[src/logic/lda_consts.svh]
`ifndef LDA_CONSTS_SVH
`define LDA_CONSTS_SVH
// ********************************************************
// address values and reset contents
// ********************************************************
`define LDA_BCAST_RST 8'hE0
`define LDA_GRP1_RST 8'hE2
`define LDA_GRP2_RST 8'hE4
`define LDA_GRP3_RST 8'hE8
`define LDA_EN_RST 4'h1
`define LDA_CTL_RST 8'h80
`define LDA_SOFT_RESET_CALL_ADDR 8'h06
`define LDA_DIR_BIT 0
// ********************************************************
// pointer values
// ********************************************************
`define LDA_PTR_ZERO 5'h00
`define LDA_PTR_LAST 5'h1B
`define LDA_PTR_BRIGHT_FIRST 5'h02
`define LDA_PTR_BRIGHT_LAST 5'h11
`define LDA_PTR_GCTL_FIRST 5'h12
`define LDA_PTR_GCTL_LAST 5'h13
`define LDA_PTR_ENABLES 5'h00
`define LDA_PTR_GRP1 5'h18
`define LDA_PTR_GRP2 5'h19
`define LDA_PTR_GRP3 5'h1A
`define LDA_PTR_BCAST 5'h1B
// ********************************************************
// control byte fields and increment codes
// ********************************************************
`define LDA_CTL_PTR 4:0
`define LDA_CTL_MODE 7:5
`define LDA_CTL_EN_BIT 7
`define LDA_MODE_ALL 3'h4
`define LDA_MODE_BRIGHT 3'h5
`define LDA_MODE_GCTL 3'h6
`define LDA_MODE_BOTH 3'h7
`define LDA_MODE_NONE 3'h0
// ********************************************************
// enable bit positions, as held in the mode byte
// ********************************************************
`define LDA_EN_BCAST 0
`define LDA_EN_GRP3 1
`define LDA_EN_GRP2 2
`define LDA_EN_GRP1 3
`define LDA_EN_FIELD 3:0
`define LDA_BITS_PER_BYTE 4'h8
`endif

[src/logic/lda_pkg.sv]
`default_nettype none
package lda_pkg;
  typedef enum logic [2:0] {
    LDA_IDLE, LDA_ADDR, LDA_CTRL, LDA_WDATA, LDA_ACK, LDA_RDATA, LDA_RACK
  } lda_state_t;

  // one access towards the register file
  typedef struct packed {
    logic [4:0] addr;
    logic wr;
    logic rd;
    logic [7:0] wdata;
  } lda_reg_req_t;
endpackage : lda_pkg
`default_nettype wire

[src/logic/lda_i2c_front.sv]
`timescale 1ns/1ns
`default_nettype none
`include "lda_consts.svh"
module lda_i2c_front (
  input wire logic CORE_CLK, // core clock
  input wire logic RST, // async reset, active high
  input wire logic SCL, // serial clock pin
  input wire logic SDA_IN, // serial data pin level
  output logic SDA_OUT, // serial data drive level
  output logic SDA_OE, // high while pulling the data line low
  input wire logic [6:0] ADDR_PIN, // address pins, addr_pin_bit6 down to addr_pin_bit0
  output lda_pkg::lda_reg_req_t REG_REQ, // access strobe towards the register file
  input wire logic [7:0] REG_RD_DATA, // register file data at CTRL_BYTE pointer
  output logic [7:0] CTRL_BYTE, // pointer/control register
  output logic [3:0] ADDR_EN, // broadcast and group enables
  output logic SOFT_RESET_CALL // pulse when soft reset call is acked
);
  import lda_pkg::*;

  // ********************************************************
  // state
  // ********************************************************
  typedef struct packed {
    logic scl_s1;
    logic scl_s2;
    logic scl_s3;
    logic sda_s1;
    logic sda_s2;
    logic sda_s3;
    logic [6:0] pin_s1;
    logic [6:0] pin_s2;
    lda_state_t st;
    lda_state_t after;
    logic [3:0] bitcnt;
    logic [7:0] shreg;
    logic master_ack;
    logic sda_oe;
    logic [7:0] ctl;
    logic [7:0] bcast;
    logic [2:0][7:0] grp;
    logic [3:0] en;
    lda_reg_req_t req;
    logic soft_reset_call;
  } lda_front_t;

  lda_front_t s;
  lda_front_t next_s;
  logic [4:0] step_ptr;
  logic scl_rise;
  logic scl_fall;
  logic start_seen;
  logic stop_seen;
  logic byte_done;
  logic [7:0] rd_byte;
  logic addr_hit;

  lda_ptr_step u_step (
    .ctl(s.ctl),
    .next_ptr(step_ptr)
  );

  // address bits 7..1 of a received byte against a stored address byte
  function automatic logic addr_eq(input logic [7:0] rx, input logic [7:0] ref_byte);
    addr_eq = (rx[7:1] == ref_byte[7:1]);
  endfunction : addr_eq

  assign scl_rise = s.scl_s2 & ~s.scl_s3;
  assign scl_fall = ~s.scl_s2 & s.scl_s3;
  assign start_seen = s.scl_s2 & s.scl_s3 & s.sda_s3 & ~s.sda_s2;
  assign stop_seen = s.scl_s2 & s.scl_s3 & ~s.sda_s3 & s.sda_s2;
  assign byte_done = scl_fall & (s.bitcnt == `LDA_BITS_PER_BYTE);

  // pins are matched bit for bit, reserved patterns included
  assign addr_hit = (s.shreg[7:1] == s.pin_s2) |
    (s.en[`LDA_EN_BCAST] & addr_eq(s.shreg, s.bcast)) |
    (s.en[`LDA_EN_GRP1] & addr_eq(s.shreg, s.grp[0])) |
    (s.en[`LDA_EN_GRP2] & addr_eq(s.shreg, s.grp[1])) |
    (s.en[`LDA_EN_GRP3] & addr_eq(s.shreg, s.grp[2]));

  // the address registers are served from the local copies
  always_comb begin
    case (s.ctl[`LDA_CTL_PTR])
      `LDA_PTR_GRP1: rd_byte = s.grp[0];
      `LDA_PTR_GRP2: rd_byte = s.grp[1];
      `LDA_PTR_GRP3: rd_byte = s.grp[2];
      `LDA_PTR_BCAST: rd_byte = s.bcast;
      default: rd_byte = REG_RD_DATA;
    endcase
  end

  // ********************************************************
  // next state
  // ********************************************************
  always_comb begin
    next_s = s;
    next_s.scl_s1 = SCL;
    next_s.scl_s2 = s.scl_s1;
    next_s.scl_s3 = s.scl_s2;
    next_s.sda_s1 = SDA_IN;
    next_s.sda_s2 = s.sda_s1;
    next_s.sda_s3 = s.sda_s2;
    next_s.pin_s1 = ADDR_PIN;
    next_s.pin_s2 = s.pin_s1;
    next_s.req.wr = 1'b0;
    next_s.req.rd = 1'b0;
    next_s.soft_reset_call = 1'b0;
    if (start_seen) begin
      next_s.st = LDA_ADDR;
      next_s.bitcnt = 4'h0;
      next_s.sda_oe = 1'b0;
    end else if (stop_seen) begin
      next_s.st = LDA_IDLE;
      next_s.sda_oe = 1'b0;
    end else begin
      case (s.st)
        LDA_IDLE: begin
          next_s.sda_oe = 1'b0;
        end
        LDA_ADDR, LDA_CTRL, LDA_WDATA: begin
          if (scl_rise && s.bitcnt != `LDA_BITS_PER_BYTE) begin
            next_s.shreg = {s.shreg[6:0], s.sda_s2};
            next_s.bitcnt = s.bitcnt + 4'h1;
          end else if (byte_done) begin
            next_s.bitcnt = 4'h0;
            next_s.st = LDA_IDLE;
            if (s.st == LDA_ADDR) begin
              if (s.shreg == `LDA_SOFT_RESET_CALL_ADDR) begin
                // write form only; the read form falls through to the ordinary address match below
                next_s.sda_oe = 1'b1;
                next_s.soft_reset_call = 1'b1;
                next_s.st = LDA_ACK;
                next_s.after = LDA_IDLE;
              end else if (addr_hit) begin
                next_s.sda_oe = 1'b1;
                next_s.st = LDA_ACK;
                next_s.after = s.shreg[0] ? LDA_RDATA : LDA_CTRL;
              end
            end else if (s.st == LDA_CTRL) begin
              if (s.shreg[`LDA_CTL_PTR] <= `LDA_PTR_LAST) begin
                next_s.ctl = s.shreg;
                next_s.sda_oe = 1'b1;
                next_s.st = LDA_ACK;
                next_s.after = LDA_WDATA;
              end
            end else begin
              next_s.req.addr = s.ctl[`LDA_CTL_PTR];
              next_s.req.wdata = s.shreg;
              next_s.req.wr = 1'b1;
              next_s.sda_oe = 1'b1;
              next_s.st = LDA_ACK;
              next_s.after = LDA_WDATA;
              if (s.ctl[`LDA_CTL_EN_BIT]) begin
                next_s.ctl[`LDA_CTL_PTR] = step_ptr;
              end
              case (s.ctl[`LDA_CTL_PTR])
                `LDA_PTR_ENABLES: next_s.en = s.shreg[`LDA_EN_FIELD];
                `LDA_PTR_GRP1: next_s.grp[0] = s.shreg;
                `LDA_PTR_GRP2: next_s.grp[1] = s.shreg;
                `LDA_PTR_GRP3: next_s.grp[2] = s.shreg;
                `LDA_PTR_BCAST: next_s.bcast = s.shreg;
                default: begin
                end
              endcase
            end
          end
        end
        LDA_ACK: begin
          if (scl_fall) begin
            next_s.sda_oe = 1'b0;
            next_s.st = s.after;
            if (s.after == LDA_RDATA) begin
              // first read byte comes from the pointer as it stands
              next_s.req.addr = s.ctl[`LDA_CTL_PTR];
              next_s.req.rd = 1'b1;
              next_s.sda_oe = ~rd_byte[7];
              next_s.shreg = {rd_byte[6:0], 1'b0};
              next_s.bitcnt = 4'h1;
              if (s.ctl[`LDA_CTL_EN_BIT]) begin
                next_s.ctl[`LDA_CTL_PTR] = step_ptr;
              end
            end
          end
        end
        LDA_RDATA: begin
          if (byte_done) begin
            next_s.sda_oe = 1'b0;
            next_s.st = LDA_RACK;
          end else if (scl_fall) begin
            next_s.sda_oe = ~s.shreg[7];
            next_s.shreg = {s.shreg[6:0], 1'b0};
            next_s.bitcnt = s.bitcnt + 4'h1;
          end
        end
        LDA_RACK: begin
          if (scl_rise) begin
            next_s.master_ack = ~s.sda_s2;
          end else if (scl_fall) begin
            // a nack from the master ends the read; wait for stop or start
            next_s.st = LDA_IDLE;
            if (s.master_ack) begin
              next_s.st = LDA_RDATA;
              next_s.req.addr = s.ctl[`LDA_CTL_PTR];
              next_s.req.rd = 1'b1;
              next_s.sda_oe = ~rd_byte[7];
              next_s.shreg = {rd_byte[6:0], 1'b0};
              next_s.bitcnt = 4'h1;
              if (s.ctl[`LDA_CTL_EN_BIT]) begin
                next_s.ctl[`LDA_CTL_PTR] = step_ptr;
              end
            end
          end
        end
        default: begin
          next_s.st = LDA_IDLE;
          next_s.sda_oe = 1'b0;
        end
      endcase
    end
  end

  // ********************************************************
  // registers
  // ********************************************************
  always_ff @(posedge CORE_CLK or posedge RST) begin
    if (RST) begin
      s <= '0;
      s.scl_s1 <= 1'b1;
      s.scl_s2 <= 1'b1;
      s.scl_s3 <= 1'b1;
      s.sda_s1 <= 1'b1;
      s.sda_s2 <= 1'b1;
      s.sda_s3 <= 1'b1;
      s.st <= LDA_IDLE;
      s.after <= LDA_IDLE;
      s.ctl <= `LDA_CTL_RST;
      s.bcast <= `LDA_BCAST_RST;
      s.grp[0] <= `LDA_GRP1_RST;
      s.grp[1] <= `LDA_GRP2_RST;
      s.grp[2] <= `LDA_GRP3_RST;
      s.en <= `LDA_EN_RST;
    end else begin
      s <= next_s;
    end
  end

  // open drain: the line is only ever pulled low
  assign SDA_OUT = 1'b0;
  assign SDA_OE = s.sda_oe;
  assign REG_REQ = s.req;
  assign CTRL_BYTE = s.ctl;
  assign ADDR_EN = s.en;
  assign SOFT_RESET_CALL = s.soft_reset_call;

  // ********************************************************
  // checks
  // ********************************************************
  chk_soft_reset_call_read_nack: assert property (@(posedge CORE_CLK) disable iff (RST)
    (s.st == LDA_ADDR && byte_done && s.shreg == (`LDA_SOFT_RESET_CALL_ADDR | 8'h01) &&
     s.shreg[7:1] != s.pin_s2) |=> !s.sda_oe && !s.soft_reset_call)
    else $error("soft reset call acked for read");
  chk_group_off_nack: assert property (@(posedge CORE_CLK) disable iff (RST)
    (s.st == LDA_ADDR && byte_done && s.en[`LDA_EN_GRP1] == 1'b0 &&
     s.en[`LDA_EN_GRP2] == 1'b0 && s.en[`LDA_EN_GRP3] == 1'b0 &&
     s.shreg[7:1] != s.pin_s2 && !addr_eq(s.shreg, s.bcast) &&
     s.shreg != `LDA_SOFT_RESET_CALL_ADDR) |=> !s.sda_oe)
    else $error("disabled address acked");
  chk_reset_addrs: assert property (@(posedge CORE_CLK)
    $fell(RST) |-> s.bcast == `LDA_BCAST_RST && s.en == `LDA_EN_RST &&
      s.grp[2] == `LDA_GRP3_RST)
    else $error("address registers not at reset values");
  chk_ptr_reserved: assert property (@(posedge CORE_CLK) disable iff (RST)
    (s.st == LDA_CTRL && byte_done && s.shreg[`LDA_CTL_PTR] > `LDA_PTR_LAST)
      |=> !s.sda_oe ##1 s.ctl == $past(s.ctl, 2))
    else $error("reserved pointer accepted");
  chk_wrap_all: assert property (@(posedge CORE_CLK) disable iff (RST)
    ((s.req.wr || s.req.rd) && s.ctl[`LDA_CTL_MODE] == `LDA_MODE_ALL &&
     s.req.addr == `LDA_PTR_LAST) |-> s.ctl[`LDA_CTL_PTR] == `LDA_PTR_ZERO)
    else $error("all-register wrap wrong");
  chk_wrap_bright: assert property (@(posedge CORE_CLK) disable iff (RST)
    ((s.req.wr || s.req.rd) && s.ctl[`LDA_CTL_MODE] == `LDA_MODE_BRIGHT &&
     s.req.addr == `LDA_PTR_BRIGHT_LAST) |-> s.ctl[`LDA_CTL_PTR] == `LDA_PTR_BRIGHT_FIRST)
    else $error("brightness wrap wrong");
  chk_wrap_gctl: assert property (@(posedge CORE_CLK) disable iff (RST)
    ((s.req.wr || s.req.rd) && s.ctl[`LDA_CTL_MODE] >= `LDA_MODE_GCTL &&
     s.req.addr == `LDA_PTR_GCTL_LAST) |-> s.ctl[`LDA_CTL_PTR] ==
      (s.ctl[`LDA_CTL_MODE] == `LDA_MODE_BOTH ? `LDA_PTR_BRIGHT_FIRST : `LDA_PTR_GCTL_FIRST))
    else $error("group control wrap wrong");
  chk_ptr_fixed: assert property (@(posedge CORE_CLK) disable iff (RST)
    (s.req.wr || s.req.rd) |-> s.ctl[`LDA_CTL_MODE] == $past(s.ctl[`LDA_CTL_MODE]) &&
      (s.ctl[`LDA_CTL_MODE] != `LDA_MODE_NONE || s.ctl[`LDA_CTL_PTR] == s.req.addr))
    else $error("pointer or code bits moved wrongly");
  chk_ctrl_store: assert property (@(posedge CORE_CLK) disable iff (RST)
    (s.st == LDA_CTRL && byte_done && s.shreg[`LDA_CTL_PTR] <= `LDA_PTR_LAST)
      |=> s.ctl == $past(s.shreg) && s.sda_oe)
    else $error("control byte not stored");
  chk_pin_ack: assert property (@(posedge CORE_CLK) disable iff (RST)
    (s.st == LDA_ADDR && byte_done && s.shreg[7:1] == s.pin_s2)
      |=> s.sda_oe && s.st == LDA_ACK)
    else $error("own address not acked");
  chk_bcast_ack: assert property (@(posedge CORE_CLK) disable iff (RST)
    (s.st == LDA_ADDR && byte_done && s.en[`LDA_EN_BCAST] && addr_eq(s.shreg, s.bcast))
      |=> s.sda_oe && s.st == LDA_ACK)
    else $error("broadcast address not acked");
  chk_group_ack: assert property (@(posedge CORE_CLK) disable iff (RST)
    (s.st == LDA_ADDR && byte_done && s.en[`LDA_EN_GRP2] && addr_eq(s.shreg, s.grp[1]))
      |=> s.sda_oe)
    else $error("enabled group address not acked");
  chk_dir_read: assert property (@(posedge CORE_CLK) disable iff (RST)
    (s.st == LDA_ADDR && byte_done && s.shreg[`LDA_DIR_BIT] && s.shreg[7:1] == s.pin_s2)
      |=> s.after == LDA_RDATA)
    else $error("read form not taken as read");
  chk_dir_write: assert property (@(posedge CORE_CLK) disable iff (RST)
    (s.st == LDA_ADDR && byte_done && !s.shreg[`LDA_DIR_BIT] && s.shreg[7:1] == s.pin_s2 &&
     s.shreg != `LDA_SOFT_RESET_CALL_ADDR) |=> s.after == LDA_CTRL)
    else $error("write form not taken as write");
  chk_step_one: assert property (@(posedge CORE_CLK) disable iff (RST)
    ((s.req.wr || s.req.rd) && s.ctl[`LDA_CTL_MODE] == `LDA_MODE_ALL &&
     s.req.addr != `LDA_PTR_LAST) |-> s.ctl[`LDA_CTL_PTR] == s.req.addr + 5'h01)
    else $error("pointer did not step by one");
  chk_reset_groups: assert property (@(posedge CORE_CLK)
    $fell(RST) |-> s.grp[0] == `LDA_GRP1_RST && s.grp[1] == `LDA_GRP2_RST &&
      s.en[`LDA_EN_GRP1] == 1'b0)
    else $error("group registers not at reset values");
  chk_data_ack: assert property (@(posedge CORE_CLK) disable iff (RST)
    (s.st == LDA_WDATA && byte_done) |=> s.sda_oe && s.req.wr && !s.req.rd)
    else $error("data byte not acked and strobed");
endmodule : lda_i2c_front
`default_nettype wire

[src/logic/lda_ptr_step.sv]
`timescale 1ns/1ns
`default_nettype none
`include "lda_consts.svh"
module lda_ptr_step (
  input wire logic [7:0] ctl, // current control byte
  output logic [4:0] next_ptr // pointer after one data byte
);
  import lda_pkg::*;
  logic [4:0] ptr;
  logic [4:0] inc;

  always_comb begin
    ptr = ctl[`LDA_CTL_PTR];
    inc = ptr + 5'h01;
    next_ptr = ptr;
    // reserved codes leave the pointer alone rather than wander
    case (ctl[`LDA_CTL_MODE])
      `LDA_MODE_ALL: begin
        next_ptr = (ptr == `LDA_PTR_LAST) ? `LDA_PTR_ZERO : inc;
      end
      `LDA_MODE_BRIGHT: begin
        next_ptr = (ptr == `LDA_PTR_BRIGHT_LAST) ? `LDA_PTR_BRIGHT_FIRST : inc;
      end
      `LDA_MODE_GCTL: begin
        next_ptr = (ptr == `LDA_PTR_GCTL_LAST) ? `LDA_PTR_GCTL_FIRST : inc;
      end
      `LDA_MODE_BOTH: begin
        next_ptr = (ptr == `LDA_PTR_GCTL_LAST) ? `LDA_PTR_BRIGHT_FIRST : inc;
      end
      default: begin
        next_ptr = ptr;
      end
    endcase
  end
endmodule : lda_ptr_step
`default_nettype wire
[config.mk]
export PLATFORM = sky130hd
export DESIGN_NAME = lda_i2c_front
export DESIGN_NICKNAME = d
export VERILOG_FILES = /design/src/logic/lda_pkg.sv /design/src/logic/lda_i2c_front.sv /design/src/logic/lda_ptr_step.sv
export VERILOG_INCLUDE_DIRS = /design/src /design/src/logic
export SDC_FILE = /design/constraint.sdc
export NUM_CORES = 1
export LEC_CHECK = 0
export BUFFER_PORTS_ARGS = -buffer_cell sky130_fd_sc_hd__clkbuf_2
export CAP_MARGIN = 10
export CORE_UTILIZATION = 54
export DETAILED_ROUTE_END_ITERATION = 6
export GPL_ROUTABILITY_DRIVEN = 1
export PLACE_DENSITY_LB_ADDON = 0.25
export SKIP_LAST_GASP = 1
export SLEW_MARGIN = 30
export SYNTH_ARGS = -nofsm -noshare
export SYNTH_HDL_FRONTEND = slang
export SYNTH_SLANG_ARGS = --single-unit
export TNS_END_PERCENT = 5
[constraint.sdc]
create_clock -name CORE_CLK -period 2.9 [get_ports CORE_CLK]
set_input_delay 0.435 -clock CORE_CLK [delete_from_list [all_inputs] [get_ports CORE_CLK]]
set_output_delay 0.435 -clock CORE_CLK [all_outputs]
set_load 0.02 [all_outputs]
==> impl_metrics.toml <==
[critical_path]
crit_buf_inv = 0
cp_top_family = "simple AND/OR/NAND/NOR gates"
path_cells = "nand2b_1 -> nor2_1 -> nand2_1 -> nor3_1 -> a21oi_1 -> a31o_2"
crit_type = "reg -> reg"
cp-end-kind = "flop"
r2r_start = "s[77]$_DFFE_PP0P_"
critical_path.startpoint = "s[77]$_DFFE_PP0P_"
r2r.worst_path.cells = 6
crit_required_ns = 3.18
cp.arrival_ns = 2.67
setup.worst_path.start_class = "flop"
critPathSlowestCell = "dfrtp_1"
cp.depth = 6
path_max_fanout = 22
max_stage_delay_ns = 0.80

[logic_synthesis]
yosysTopAreaCellShare_pct = 35.7
yosysUniqueCellTypes = 62
async_flop_share_pct = 100
synth_fp_nets = 535
yosys-top-cells-area = "dfrtp_1 (36%), mux2_2 (12%), dfstp_2 (11%)"
syn-cell-area_um2 = 5390
synth_edf_count = 0
synth_ff_type = "dfrtp_1"
yosysSeqAreaShare_pct = 47.0
synth_cells = 510
ys_ff_latch = 100
synth_area_per_cell_um2 = 10.6
yosys_warnings = 0
synth_top_cell_by_area = "dfrtp_1"

[layout]
area_delta_synth_final_pct = 6.31
layout-drive-gt1-share_pct = 32.3
fin_cells = 656
nets = 543
num_antenna_cells = 0
n_fill_cell = 867
fin_util_pct = 58.9

[timing]
fin_tns_setup_ns = 0
fmax_mhz = 419
clock_skew_ns = 0.00955
maxSlewHeadroom_pct = 46.5
final.setup.worst_slack_ns = 0.513
tightest_slew_ns = 0.803
slew_violations = 0
fin_crit_sh_pct = 82.3
min_period_ns = 2.39
hold_viol = 0
rsz0062_at_grt = "false"
setup-violations-final = 0

[die]
coreArea_um2 = 9730
die_h_um = 102
io_pins = 49
die_w_um = 102
die-area_um2 = 10400
initial_core_util_pct = 55.4
rows = 36

[power]
power_density_nw_per_um2 = 556
switchingPower_mw = 1.09
ir_worst_vdd_mv = 0.569
sw_frac_of_total_pct = 34.2
intPower_mw = 2.10
p_leak_nw = 2.44
finalPower_mw = 3.18
power_frac_comb_pct = 16.1
seqPwrFrac_pct = 56.2
clkPwrFrac_pct = 27.7

[routing]
vias_per_cell = 5.90
wire_per_inst_um = 18.3
ant_nets = 0
drt_iter0_drc = 177
routed_wl_um = 12000
dr.pass1.iters = 5
dr_total_vias = 3872
drc = 0

[cts]
numCtsBuffers = 9
worst_setup_hold_path_clk_slew_ns = 0.11
post_cts.resized_instances = 0
h-tree-depth = 3
hold_buffers = 0
cts_root_buf = "clkbuf_8"
clock_latency_ns = 0.38
cts_tree = "done"
clock_sinks = 100
post_cts_buffers = 0
clk_path_buf_depth = 2

[place]
port_buffers = 47
dpl.cell_count = 639
dpl.hpwl_um = 8480
place.gp.congestion = 0.827
pre_cts_ws_ns = 0.563

[grt]
grt_first_pass_wirelength_um = 19400
grt_pass1_vias = 3711
grt_usage_pct = 25.0
antenna_found_initial = 0
grt_max_degree = 46
grt_overflow = 0

[job]
drv_cap = 0

[run_status]
status = "finished clean"

[min_path]
hp-class = "in -> async"
==> path summary, 6_finish.rpt <==
check | to | slack, ns
min in group CORE_CLK | next_s[95]$_DFF_PP1_ | 0.13
max | s[79]$_DFFE_PP0P_ | 0.51
max reg2reg | s[79]$_DFFE_PP0P_ | 0.51
min | s[83]$_DFF_PP0_ | 0.02
max in group asynchronous | s[43]$_DFFE_PP1P_ | 2.08
min reg2reg | s[85]$_DFF_PP0_ | 0.36
==> registers in the layout, indices dropped and copies added, names as in the netlist <==
signal / flops
s: 60
REG_REQ: 15
next_s: 11
CTRL_BYTE: 8
ADDR_EN: 4
SDA_OE: 1
SOFT_RESET_CALL: 1
==> cell families (layout without fill, tap and decap cells) <==
logic type                 after synthesis  after routing  synth area share [%]
buffers and inverters                   71             84                  7.43
other                                    1              1                0.0696
adders and majority gates                6              6                  1.39
AOI/OAI and AO/OA                      111            111                  13.3
DFF                                    100            100                  47.0
xor gates and xnor gates                36             36                  5.85
and+or+nand+nor                        122            122                  11.9
muxes                                   63             63                  13.1
==> cells in the mapped netlist, types with 5 or more instances <==
cell type  number
nor3_1          6
nand2_1        32
inv_1          10
nand3b_1        5
a22oi_1        17
buf_4          28
mux2_2         59
a21oi_1        32
nand3_1         7
clkbuf_1       13
buf_2          17
nand2b_1        6
a31oi_1         7
dfrtp_1        77
nand4_1        11
o21ai_0        20
ha_1            6
xnor2_1        33
dfstp_2        23
nor4_1          6
nor2_1         25
==> stage by stage <==
| stage | hold slack (ns) | cell area (um2) |
|---|---|---|
| 6_report | 0.0168 | 5730 |
| 5_1_grt | 0.0405 | 5730 |
| 4_1_cts | 0.117 | 5710 |
| 3_5_place_dp | 0.335 | 5520 |
| 3_3_place_gp | 0.334 | 5520 |
| 2_1_floorplan | 0.331 | 5390 |
==> cell type report <==
class | count | area (um2) | area share [%]
clock inverters | 7 | 70.1 | 1.22
flip-flops and latches | 100 | 2530 | 44.2
well taps | 133 | 166 | 2.90
inverters | 11 | 45.0 | 0.786
repair buffers | 57 | 335 | 5.85
multi-input cells | 339 | 2460 | 42.9
clock buffers | 9 | 124 | 2.16
==> metal layers <==
metal | vias up | global-route usage (%) | part of all wire (%)
li1 | 1802 | - | -
met1 | 1957 | 33.6 | 45
met2 | 104 | 42.2 | 50
met3 | 9 | 4.38 | 4.0
met4 | 0 | 5.82 | 0.94
met5 | - | 0 | 0
==> cell usage in the layout (no fill, tap or decap), types with 8 or more instances in the layout <==
cell type	count
buf_4	8
nand4_1	11
clkbuf_8	9
xnor2_1	33
a21oi_1	32
dfstp_2	23
a22oi_1	17
nor2_1	25
dfrtp_1	77
o21ai_0	20
mux2_2	59
clkbuf_2	47
inv_1	9
nand2_1	32
==> power groups by stage <==
stage	Sequential [mW]	Combinational [mW]	Clock [mW]
final	1.79	0.513	0.882
after global routing	1.81	0.578	0.957
after CTS	1.79	0.513	0.907
after detailed placement	1.82	0.509	0
after global placement	1.81	0.496	0
after floorplan	1.51	0.647	0
(Power assumes the default switching activity.)
